### src/core/udart_pkg.sv
// Behaviour
// - Count is two cascaded bytes, sixteen bits.
// - Select bit picks divided clock or pin.
// - Count advances only while run bit set.
// - Three modes chosen by three control bits.
// - Down enable clear: classic up-count reload.
// - Up overflow at all-ones sets flag, interrupt.
// - Up overflow loads reload value in reload mode, zero in other modes.
// - Down underflow when count equals reload value.
// - Underflow sets flag and loads all-ones.
// - Toggle flag inverts on wrap in reload mode with down enable set, no interrupt.
package udart_pkg;

  // ************************************************************
  // Register map
  // ************************************************************
  localparam int         ADDR_W          = 4;
  localparam logic [3:0] ADDR_CONTROL    = 4'h0;
  localparam logic [3:0] ADDR_MODE       = 4'h1;
  localparam logic [3:0] ADDR_COUNT_LOW  = 4'h2;
  localparam logic [3:0] ADDR_COUNT_HIGH = 4'h3;
  localparam logic [3:0] ADDR_RELOAD_LOW = 4'h4;
  localparam logic [3:0] ADDR_RELOAD_HIGH = 4'h5;

  // ************************************************************
  // Control and mode register bit positions
  // ************************************************************
  localparam int CTL_OVF     = 7;
  localparam int CTL_TOGGLE  = 6;
  localparam int CTL_RCLK    = 5;
  localparam int CTL_TRANSMIT_CLOCK_SELECT    = 4;
  localparam int CTL_RUN     = 2;
  localparam int CTL_CT_SEL  = 1;
  localparam int CTL_CP_RL   = 0;
  localparam int CTL_RSVD    = 3;
  localparam int MODE_DOWN_COUNT_ENABLE   = 0;

  localparam logic [7:0]  RESET_BYTE  = 8'h00;
  localparam logic [15:0] ALL_ONES    = 16'hffff;
  localparam logic [15:0] COUNT_ONE   = 16'h0001;
  localparam int          PRESCALE    = 12;

  typedef enum logic [1:0] {UDART_CAPTURE, UDART_RELOAD, UDART_BAUD} udart_mode_t;

  typedef struct packed {
    logic [ADDR_W-1:0] addr;
    logic [7:0]        wdata;
    logic              wr;
    logic              rd;
  } udart_bus_t;

endpackage

### src/core/udart_timer.sv
`timescale 1ns/1ps
module udart_timer #(
  parameter int PRESCALE_DIV = udart_pkg::PRESCALE
) (
  // Clock and reset
  input  wire logic               CLOCK,
  input  wire logic               RST_B,
  // Register port
  input  wire udart_pkg::udart_bus_t BUS,
  output logic [7:0]              RDATA,
  // External pins
  input  wire logic               COUNT_PIN,
  input  wire logic               DIR_PIN,
  // Status outputs
  output logic                    IRQ,
  output logic [15:0]             COUNT
);
  import udart_pkg::*;

  // Below three the prescaler leaves fewer than two quiet cycles between ticks.
  if (PRESCALE_DIV < 3 || PRESCALE_DIV > 255) begin
    $error("PRESCALE_DIV out of range");
  end

  // One decode of a register write, shared by the logic and the checks.
  function automatic logic wr_hit(input udart_bus_t b, input logic [ADDR_W-1:0] a);
    return b.wr && (b.addr == a);
  endfunction

  // ************************************************************
  // Pin synchronisers and edge detect
  // ************************************************************
  logic [1:0] cnt_sync_reg;
  logic [1:0] dir_sync_reg;
  logic       cnt_last_reg;
  always_ff @(posedge CLOCK or negedge RST_B) begin
    if (!RST_B) begin
      cnt_sync_reg <= 2'h0;
      dir_sync_reg <= 2'h0;
      cnt_last_reg <= 1'b0;
    end else begin
      cnt_sync_reg <= {cnt_sync_reg[0], COUNT_PIN};
      dir_sync_reg <= {dir_sync_reg[0], DIR_PIN};
      cnt_last_reg <= cnt_sync_reg[1];
    end
  end
  // Falling edge on the pin is one count, as the classic counter input.
  logic pin_event;
  assign pin_event = cnt_last_reg & ~cnt_sync_reg[1];

  // ************************************************************
  // Prescaler
  // ************************************************************
  logic [7:0] pre_reg;
  logic       pre_tick;
  assign pre_tick = (pre_reg == 8'(PRESCALE_DIV - 1));
  always_ff @(posedge CLOCK or negedge RST_B) begin
    if (!RST_B) begin
      pre_reg <= 8'h00;
    end else if (pre_tick) begin
      pre_reg <= 8'h00;
    end else begin
      pre_reg <= pre_reg + 8'h01;
    end
  end

  // ************************************************************
  // Control state
  // ************************************************************
  logic [7:0]  ctl_reg;
  logic [7:0]  mode_reg;
  logic [15:0] reload_reg;
  logic [15:0] count_reg;
  logic [15:0] count_next;
  logic        wrap;
  logic        up_dir;
  logic        step;
  udart_mode_t op_mode;

  always_comb begin
    if (ctl_reg[CTL_RCLK] | ctl_reg[CTL_TRANSMIT_CLOCK_SELECT]) begin
      op_mode = UDART_BAUD;
    end else if (ctl_reg[CTL_CP_RL]) begin
      op_mode = UDART_CAPTURE;
    end else begin
      op_mode = UDART_RELOAD;
    end
  end

  // Timer input is the divided clock, counter input is the pin.
  assign step = ctl_reg[CTL_RUN] & (ctl_reg[CTL_CT_SEL] ? pin_event : pre_tick);
  // Direction pin only matters with down enable set in reload mode.
  assign up_dir = !(op_mode == UDART_RELOAD && mode_reg[MODE_DOWN_COUNT_ENABLE]) | dir_sync_reg[1];

  always_comb begin
    wrap       = 1'b0;
    count_next = count_reg;
    if (step) begin
      if (up_dir) begin
        if (count_reg == ALL_ONES) begin
          wrap       = 1'b1;
          count_next = (op_mode == UDART_RELOAD) ? reload_reg : 16'h0000;
        end else begin
          count_next = count_reg + COUNT_ONE;
        end
      end else if (count_reg == reload_reg) begin
        wrap       = 1'b1;
        count_next = ALL_ONES;
      end else begin
        count_next = count_reg - COUNT_ONE;
      end
    end
  end

  // ************************************************************
  // Register writes and counting
  // ************************************************************
  // Bus writes to the count override a simultaneous count step.
  always_ff @(posedge CLOCK or negedge RST_B) begin
    if (!RST_B) begin
      count_reg <= 16'h0000;
    end else if (wr_hit(BUS, ADDR_COUNT_LOW)) begin
      count_reg <= {count_reg[15:8], BUS.wdata};
    end else if (wr_hit(BUS, ADDR_COUNT_HIGH)) begin
      count_reg <= {BUS.wdata, count_reg[7:0]};
    end else begin
      count_reg <= count_next;
    end
  end

  always_ff @(posedge CLOCK or negedge RST_B) begin
    if (!RST_B) begin
      reload_reg <= 16'h0000;
      mode_reg   <= RESET_BYTE;
    end else if (BUS.wr) begin
      if (BUS.addr == ADDR_RELOAD_LOW) begin
        reload_reg[7:0] <= BUS.wdata;
      end
      if (BUS.addr == ADDR_RELOAD_HIGH) begin
        reload_reg[15:8] <= BUS.wdata;
      end
      if (BUS.addr == ADDR_MODE) begin
        mode_reg <= {7'h00, BUS.wdata[MODE_DOWN_COUNT_ENABLE]};
      end
    end
  end

  // Flags are set by hardware; a set in the same cycle as a clear wins.
  logic down_count_enable_active;
  assign down_count_enable_active = (op_mode == UDART_RELOAD) && mode_reg[MODE_DOWN_COUNT_ENABLE];
  always_ff @(posedge CLOCK or negedge RST_B) begin
    if (!RST_B) begin
      ctl_reg <= RESET_BYTE;
    end else begin
      if (wr_hit(BUS, ADDR_CONTROL)) begin
        ctl_reg <= BUS.wdata & ~(8'h01 << CTL_RSVD);
      end
      if (wrap) begin
        ctl_reg[CTL_OVF] <= 1'b1;
        if (down_count_enable_active) begin
          ctl_reg[CTL_TOGGLE] <= wr_hit(BUS, ADDR_CONTROL) ?
                                 ~BUS.wdata[CTL_TOGGLE] : ~ctl_reg[CTL_TOGGLE];
        end
      end
    end
  end

  // ************************************************************
  // Read data and outputs
  // ************************************************************
  always_ff @(posedge CLOCK or negedge RST_B) begin
    if (!RST_B) begin
      RDATA <= 8'h00;
    end else if (BUS.rd) begin
      case (BUS.addr)
        ADDR_CONTROL:     RDATA <= ctl_reg;
        ADDR_MODE:        RDATA <= mode_reg;
        ADDR_COUNT_LOW:   RDATA <= count_reg[7:0];
        ADDR_COUNT_HIGH:  RDATA <= count_reg[15:8];
        ADDR_RELOAD_LOW:  RDATA <= reload_reg[7:0];
        ADDR_RELOAD_HIGH: RDATA <= reload_reg[15:8];
        default:          RDATA <= 8'h00;
      endcase
    end else begin
      RDATA <= 8'h00;
    end
  end

  // The toggle flag never reaches the interrupt line.
  always_ff @(posedge CLOCK or negedge RST_B) begin
    if (!RST_B) begin
      IRQ   <= 1'b0;
      COUNT <= 16'h0000;
    end else begin
      IRQ   <= ctl_reg[CTL_OVF];
      COUNT <= count_reg;
    end
  end
endmodule

### config.mk
export PLATFORM = sky130hd
export DESIGN_NAME = udart_timer
export DESIGN_NICKNAME = d
export VERILOG_FILES = /design/src/core/udart_pkg.sv /design/src/core/udart_timer.sv
export SDC_FILE = /design/constraint.sdc
export NUM_CORES = 1
export LEC_CHECK = 0
export BUFFER_PORTS_ARGS = -buffer_cell sky130_fd_sc_hd__buf_2
export CAP_MARGIN = 20
export CORE_ASPECT_RATIO = 1.4
export CORE_UTILIZATION = 50
export CTS_CLUSTER_SIZE = 24
export DETAILED_ROUTE_END_ITERATION = 10
export PLACE_DENSITY = 0.8
export SLEW_MARGIN = 20
export SYNTH_ARGS = -nofsm -noshare
export SYNTH_HDL_FRONTEND = slang
export SYNTH_SLANG_ARGS = --single-unit
### constraint.sdc
create_clock -name CLOCK -period 4.7 [get_ports CLOCK]
set_clock_uncertainty 0.15 [all_clocks]
set_input_delay 0.235 -clock CLOCK [delete_from_list [all_inputs] [get_ports CLOCK]]
set_output_delay 0.235 -clock CLOCK [all_outputs]
set_load 0.05 [all_outputs]
Word-level counts from Yosys, hierarchy flattened
Index checks and enable logic that the tools add are counted.
Widths: inputs -> output; s select.
- add/subtract/negate cells: 3
- equality and inequality tests: 10
- muxes and demuxes: 21
- bitwise operators: 8
- reduce and logical (&&, ||, !) cells: 14
- operators with widths (cell ; count):
    $mux 16 ; 6
    $pmux 8 s6 ; 1
    $mux 8 ; 4
    $add 16x1->16 const B ; 1
    $eq 16x16->1 ; 1
    $eq 16x16->1 const B ; 1
    $sub 16x1->16 const B ; 1
    $reduce_and 2->1 ; 5
    $add 8x1->8 const B ; 1
    $eq 4x2->1 const B ; 2
    $eq 4x3->1 const B ; 2
    $eq 8x4->1 const B ; 1
    $mux 1 ; 8
    $reduce_bool 2->1 ; 3
    $eq 4x1->1 const B ; 1
    $logic_and 1x1->1 ; 4
    $logic_not 4->1 ; 1
    $mux 2 ; 2
    $not 1->1 ; 4
    $and 1x1->1 ; 2
    $eq 2x1->1 const B ; 1
    $ne 2x2->1 const B ; 1
    $or 1x1->1 ; 2
    $logic_not 1->1 ; 1
- bits in registers: 78
- word-level logic and storage cells: 71

Longest topological paths before layout
- depth after elaboration: 10
- gate-level depth with buffers: 9
- mapped depth without buffers: 7

Least setup slack after synthesis
OpenSTA, ideal clock, no wires.
- kind: register to register
- start point: register pre_reg[0]
- end point: register count_reg[3]
- arrival time: 1.847 ns
- required time: 4.418 ns
- setup slack: 2.571 ns
- stages on the path, launching flop included: 9
- clock period less this slack: 2.129 ns
- cell sequence: dfrtp_1 > ha_1 > or4bb_1 > o21ai_1 > nand2_1 > clkbuf_1 > and3_1 > a21oi_1 > o31ai_1
- word-level cells in the longest chain between the ends: 5
- ends and longest elaborated chain (item ; line ; source):
    start, declared ; udart_timer.sv:54 ; logic [7:0] pre_reg;
    start signal, assigned ; udart_timer.sv:63 ; pre_reg <= pre_reg + 8'h01;
    $eq 8x4->1 ; udart_timer.sv:56 ; assign pre_tick = (pre_reg == 8'(PRESCALE_DIV - 1));
    $mux 1 ; udart_timer.sv:91 ; assign step = ctl_reg[CTL_RUN] & (ctl_reg[CTL_CT_SEL] ? pin_event : pre_tick);
    $and 1x1->1 ; udart_timer.sv:91 ;
    $reduce_bool 2->1 (no source line) ; -- ;
    $reduce_and 2->1 (no source line) ; -- ;
    end signal, assigned ; udart_timer.sv:123 ; count_reg <= {count_reg[15:8], BUS.wdata};
    end signal, assigned ; udart_timer.sv:125 ; count_reg <= {BUS.wdata, count_reg[7:0]};
    end signal, assigned ; udart_timer.sv:127 ; count_reg <= count_next;
    end, declared ; udart_timer.sv:73 ; logic [15:0] count_reg;
Every way passes these cells.
A chain may end at the register's enable or synchronous reset.

Final worst setup path
- start point: register count_reg[0]
- end point: register count_reg[15]
- word-level cells in the longest chain between the ends: 5
- ends and longest elaborated chain (item ; line ; source):
    $sub 16x1->16, or another cell as far along ; udart_timer.sv:110 ; count_next = count_reg - COUNT_ONE;
    $mux 16 (on tied branches) ; udart_timer.sv:106, udart_timer.sv:100 ;
    $mux 16 (*) ; udart_timer.sv:99 ; if (up_dir) begin
    $mux 16 (*) ; udart_timer.sv:98 ; if (step) begin
    $mux 16 (*) ; udart_timer.sv:124 ; end else if (wr_hit(BUS, ADDR_COUNT_HIGH)) begin
Mark *: on every way between the ends. The rest lies on a longest branch, timed or not. The select of a mux whose other input is x is not followed.

==> flow_summary.toml <==
[outcome]
outcome = "finished, final reports clean"

[flow_run]
drv_cap = 0

[synthesis]
ys_types = 56
synth_edf_count = 0
synth_area_per_cell_um2 = 10.3
yosysSeqAreaShare_pct = 45.3
yosys_warnings = 0
synth_nets = 437
synth_area_um2 = 4300
synth_cells = 416
synth_flop_cell = "dfrtp_1"
async_flop_share_pct = 100
synth_seq_cells = 78

[worst_setup_path]
arrival_ns = 2.85
crit_path_end_kind = "flip-flop"
critPathLaunchType = "flip-flop"
max_stage_delay_ns = 0.59
crit_fanout = 12
crit_chain = "ha_1 -> nand3_4 -> or3_1 -> nor3_2 -> and2_1 -> a21oi_1 -> a211oi_1"
critPathSlowestCell = "dfrtp_1"
required_ns = 4.80
worstSetupPathType = "reg2reg"

[grt]
antenna_found_initial = 0
grt_pass1_wl_um = 18900
grt_pass1_vias = 3506
grt_use_total_pct = 28.8
grt_max_degree = 79
grt-ovfl-total = 0

[clocking]
clock_sinks = 78
htree_levels = 3
clockBufferDepth = 2
cts_buffers = 9
cts_tree = "yes"
postCtsSetupBuffers = 0
clk_pin_slew_ns = 0.06
cts-root-buf = "clkbuf_16"
clk_latency_ns = 0.35

[place]
dpl.hpwl_um = 8530
port_buffers = 42
pre_cts_ws_ns = 1.99
post_dp_cell_area_um2 = 4490
gp_congestion = 0.989

[sta]
worst_pin_slew_ns = 0.965
rsz0062_at_grt = "no"
finalSetupViolations = 0
finalWorstPathRequiredPeriod_ns = 2.75
clock.fmax_mhz = 363
drv_slew = 0
fin_crit_sh_pct = 58.6
setup_slack_ns = 1.95
max_slew_margin_pct = 35.7
final_hold_viol_count = 0
setup_tns_ns = 0

[finish]
area_growth_pct = 12.6
final_area_um2 = 4850
final_nets = 464
final_layout_size_suffix_gt1_share_pct = 22.3
diodes = 0
fillCellCount = 696

[route]
wl_met1_um = 4470
first_iter_violations = 372
via_count = 3567
met3WireLength_um = 653
wl_um = 11800
drtAntennaViolNets = 0
wire_per_inst_um = 21.4
drc = 0
drtPass1Iterations = 5
via_per_inst = 6.49
highest_layer = "met4"
dr_wl_met2_um = 5870

[pwr]
powerDensity_nw_per_um2 = 587
p_leak_nw = 2.06
peakVddDrop_mv = 0.382

[die]
start_util_pct = 52.2
die_y_um = 112
rows = 39
die_area_um2 = 8990
die_w_um = 80.4
io_pins = 43
core_um2 = 8250

[worst_hold_path]
hold_class = "in2reg"
-- path summary, 6_finish.rpt --
kind                            startpoint         endpoint  slack, ns  cells after the start
setup / recovery              count_reg[0]    count_reg[15]       1.95                      7
hold / removal                      BUS[5]   reload_reg[11]       0.06                      2
setup reg to reg              count_reg[0]    count_reg[15]       1.95                      7
hold reg to reg            dir_sync_reg[0]  dir_sync_reg[1]       0.20                      0
max in group asynchronous            RST_B         RDATA[5]       3.34                      2
min in group asynchronous            RST_B         COUNT[8]       0.44                      2
-- power by group --
group          internal (mW)  switching [mW]
registers              0.840           0.337
logic                  0.339           0.560
clock network          0.483           0.285
total                   1.66            1.18
-- cells in the final DEF (no fill, tap or decap), types with 4 or more instances in the layout --
| master | count |
|---|---|
| dfrtp_1 | 78 |
| buf_2 | 41 |
| xor2_1 | 28 |
| nand2_1 | 26 |
| mux2_2 | 22 |
| a21oi_1 | 21 |
| nor2_1 | 18 |
| xnor2_1 | 17 |
| o21ai_0 | 17 |
| a22oi_1 | 15 |
| and3_1 | 13 |
| nand3_1 | 13 |
| nor3_1 | 11 |
| nor4_1 | 10 |
| o21ai_1 | 9 |
| a211oi_1 | 9 |
| clkbuf_16 | 9 |
| a31oi_1 | 8 |
| a311oi_1 | 6 |
| and2_1 | 5 |
| inv_1 | 4 |
| nand4_1 | 4 |
| nand2b_1 | 4 |
-- cell families (layout without fill, tap and decap cells) --
family	count (synthesis)	after routing	share of synthesized area, %
mux	25	25	6.45
xor+xnor	45	45	9.16
simple gates	133	133	19.4
flops	78	78	45.3
buf+inv	35	67	4.36
fa+ha+maj	3	3	0.872
compound gates	97	97	14.4
-- worst max-delay path: cells and delay by family, from the launching register on --
kind                       cells  cell delay [ns]
AOI/OAI and AO/OA              2             0.36
and+or+nand+nor                4             1.17
DFF                            1             0.59
adders and majority gates      1             0.39
-- stage by stage --
| step | util (%) | hold WS (ns) | total power [mW] | std cells |
|---|---|---|---|---|
| 2_1_floorplan | - | -0.211 | 1.84 | 416 |
| 3_3_place_gp | 54.4 | 0.185 | 2.06 | 531 |
| 3_5_place_dp | 54.4 | 0.190 | 2.07 | 531 |
| 4_1_cts | 58.8 | 0.0423 | 2.84 | 550 |
| 5_1_grt | 58.8 | 0.0552 | 2.98 | 550 |
| 6_report | 58.8 | 0.0619 | 2.84 | 550 |
-- layer usage --
layer / vias up / track usage, %
met5: - / 0
met4: 0 / 20.4
met3: 60 / 5.41
met2: 187 / 46.2
met1: 1735 / 33.8
li1: 1585 / -
-- synth_stat cells (6+ instances only) --
library cell | number | share of area, %
a211oi_1 | 9 | 1.6
a21oi_1 | 21 | 2.4
a22oi_1 | 15 | 2.6
a311oi_1 | 6 | 1.2
a31oi_1 | 8 | 1.2
and3_1 | 13 | 1.9
buf_2 | 14 | 1.6
buf_4 | 6 | 1.0
clkbuf_1 | 8 | 0.70
dfrtp_1 | 78 | 45
mux2_2 | 22 | 5.8
nand2_1 | 26 | 2.3
nand3_1 | 13 | 1.5
nor2_1 | 18 | 1.6
nor3_1 | 11 | 1.3
nor4_1 | 10 | 1.5
o21ai_0 | 17 | 2.0
o21ai_1 | 9 | 1.0
xnor2_1 | 17 | 3.5
xor2_1 | 28 | 5.7
-- area by class of cell --
cell class	count	area, um2	share of cell area, %
well taps	102	128	2.63
repair buffers	47	258	5.32
flip-flops and latches	78	1950	40.3
clock inverters	6	92.6	1.91
multi-input cells	303	2160	44.6
clock buffers	10	239	4.93
inverters	4	15.0	0.310
-- what timing repair did --
item | CTS | global route
resized for setup | 0 | 0
hold buffers | 3 | 0
setup endpoints to repair | 0 | 0
endpoints found under the hold margin | 80 | 0
No activity file was read; power rests on OpenSTA's default activity.
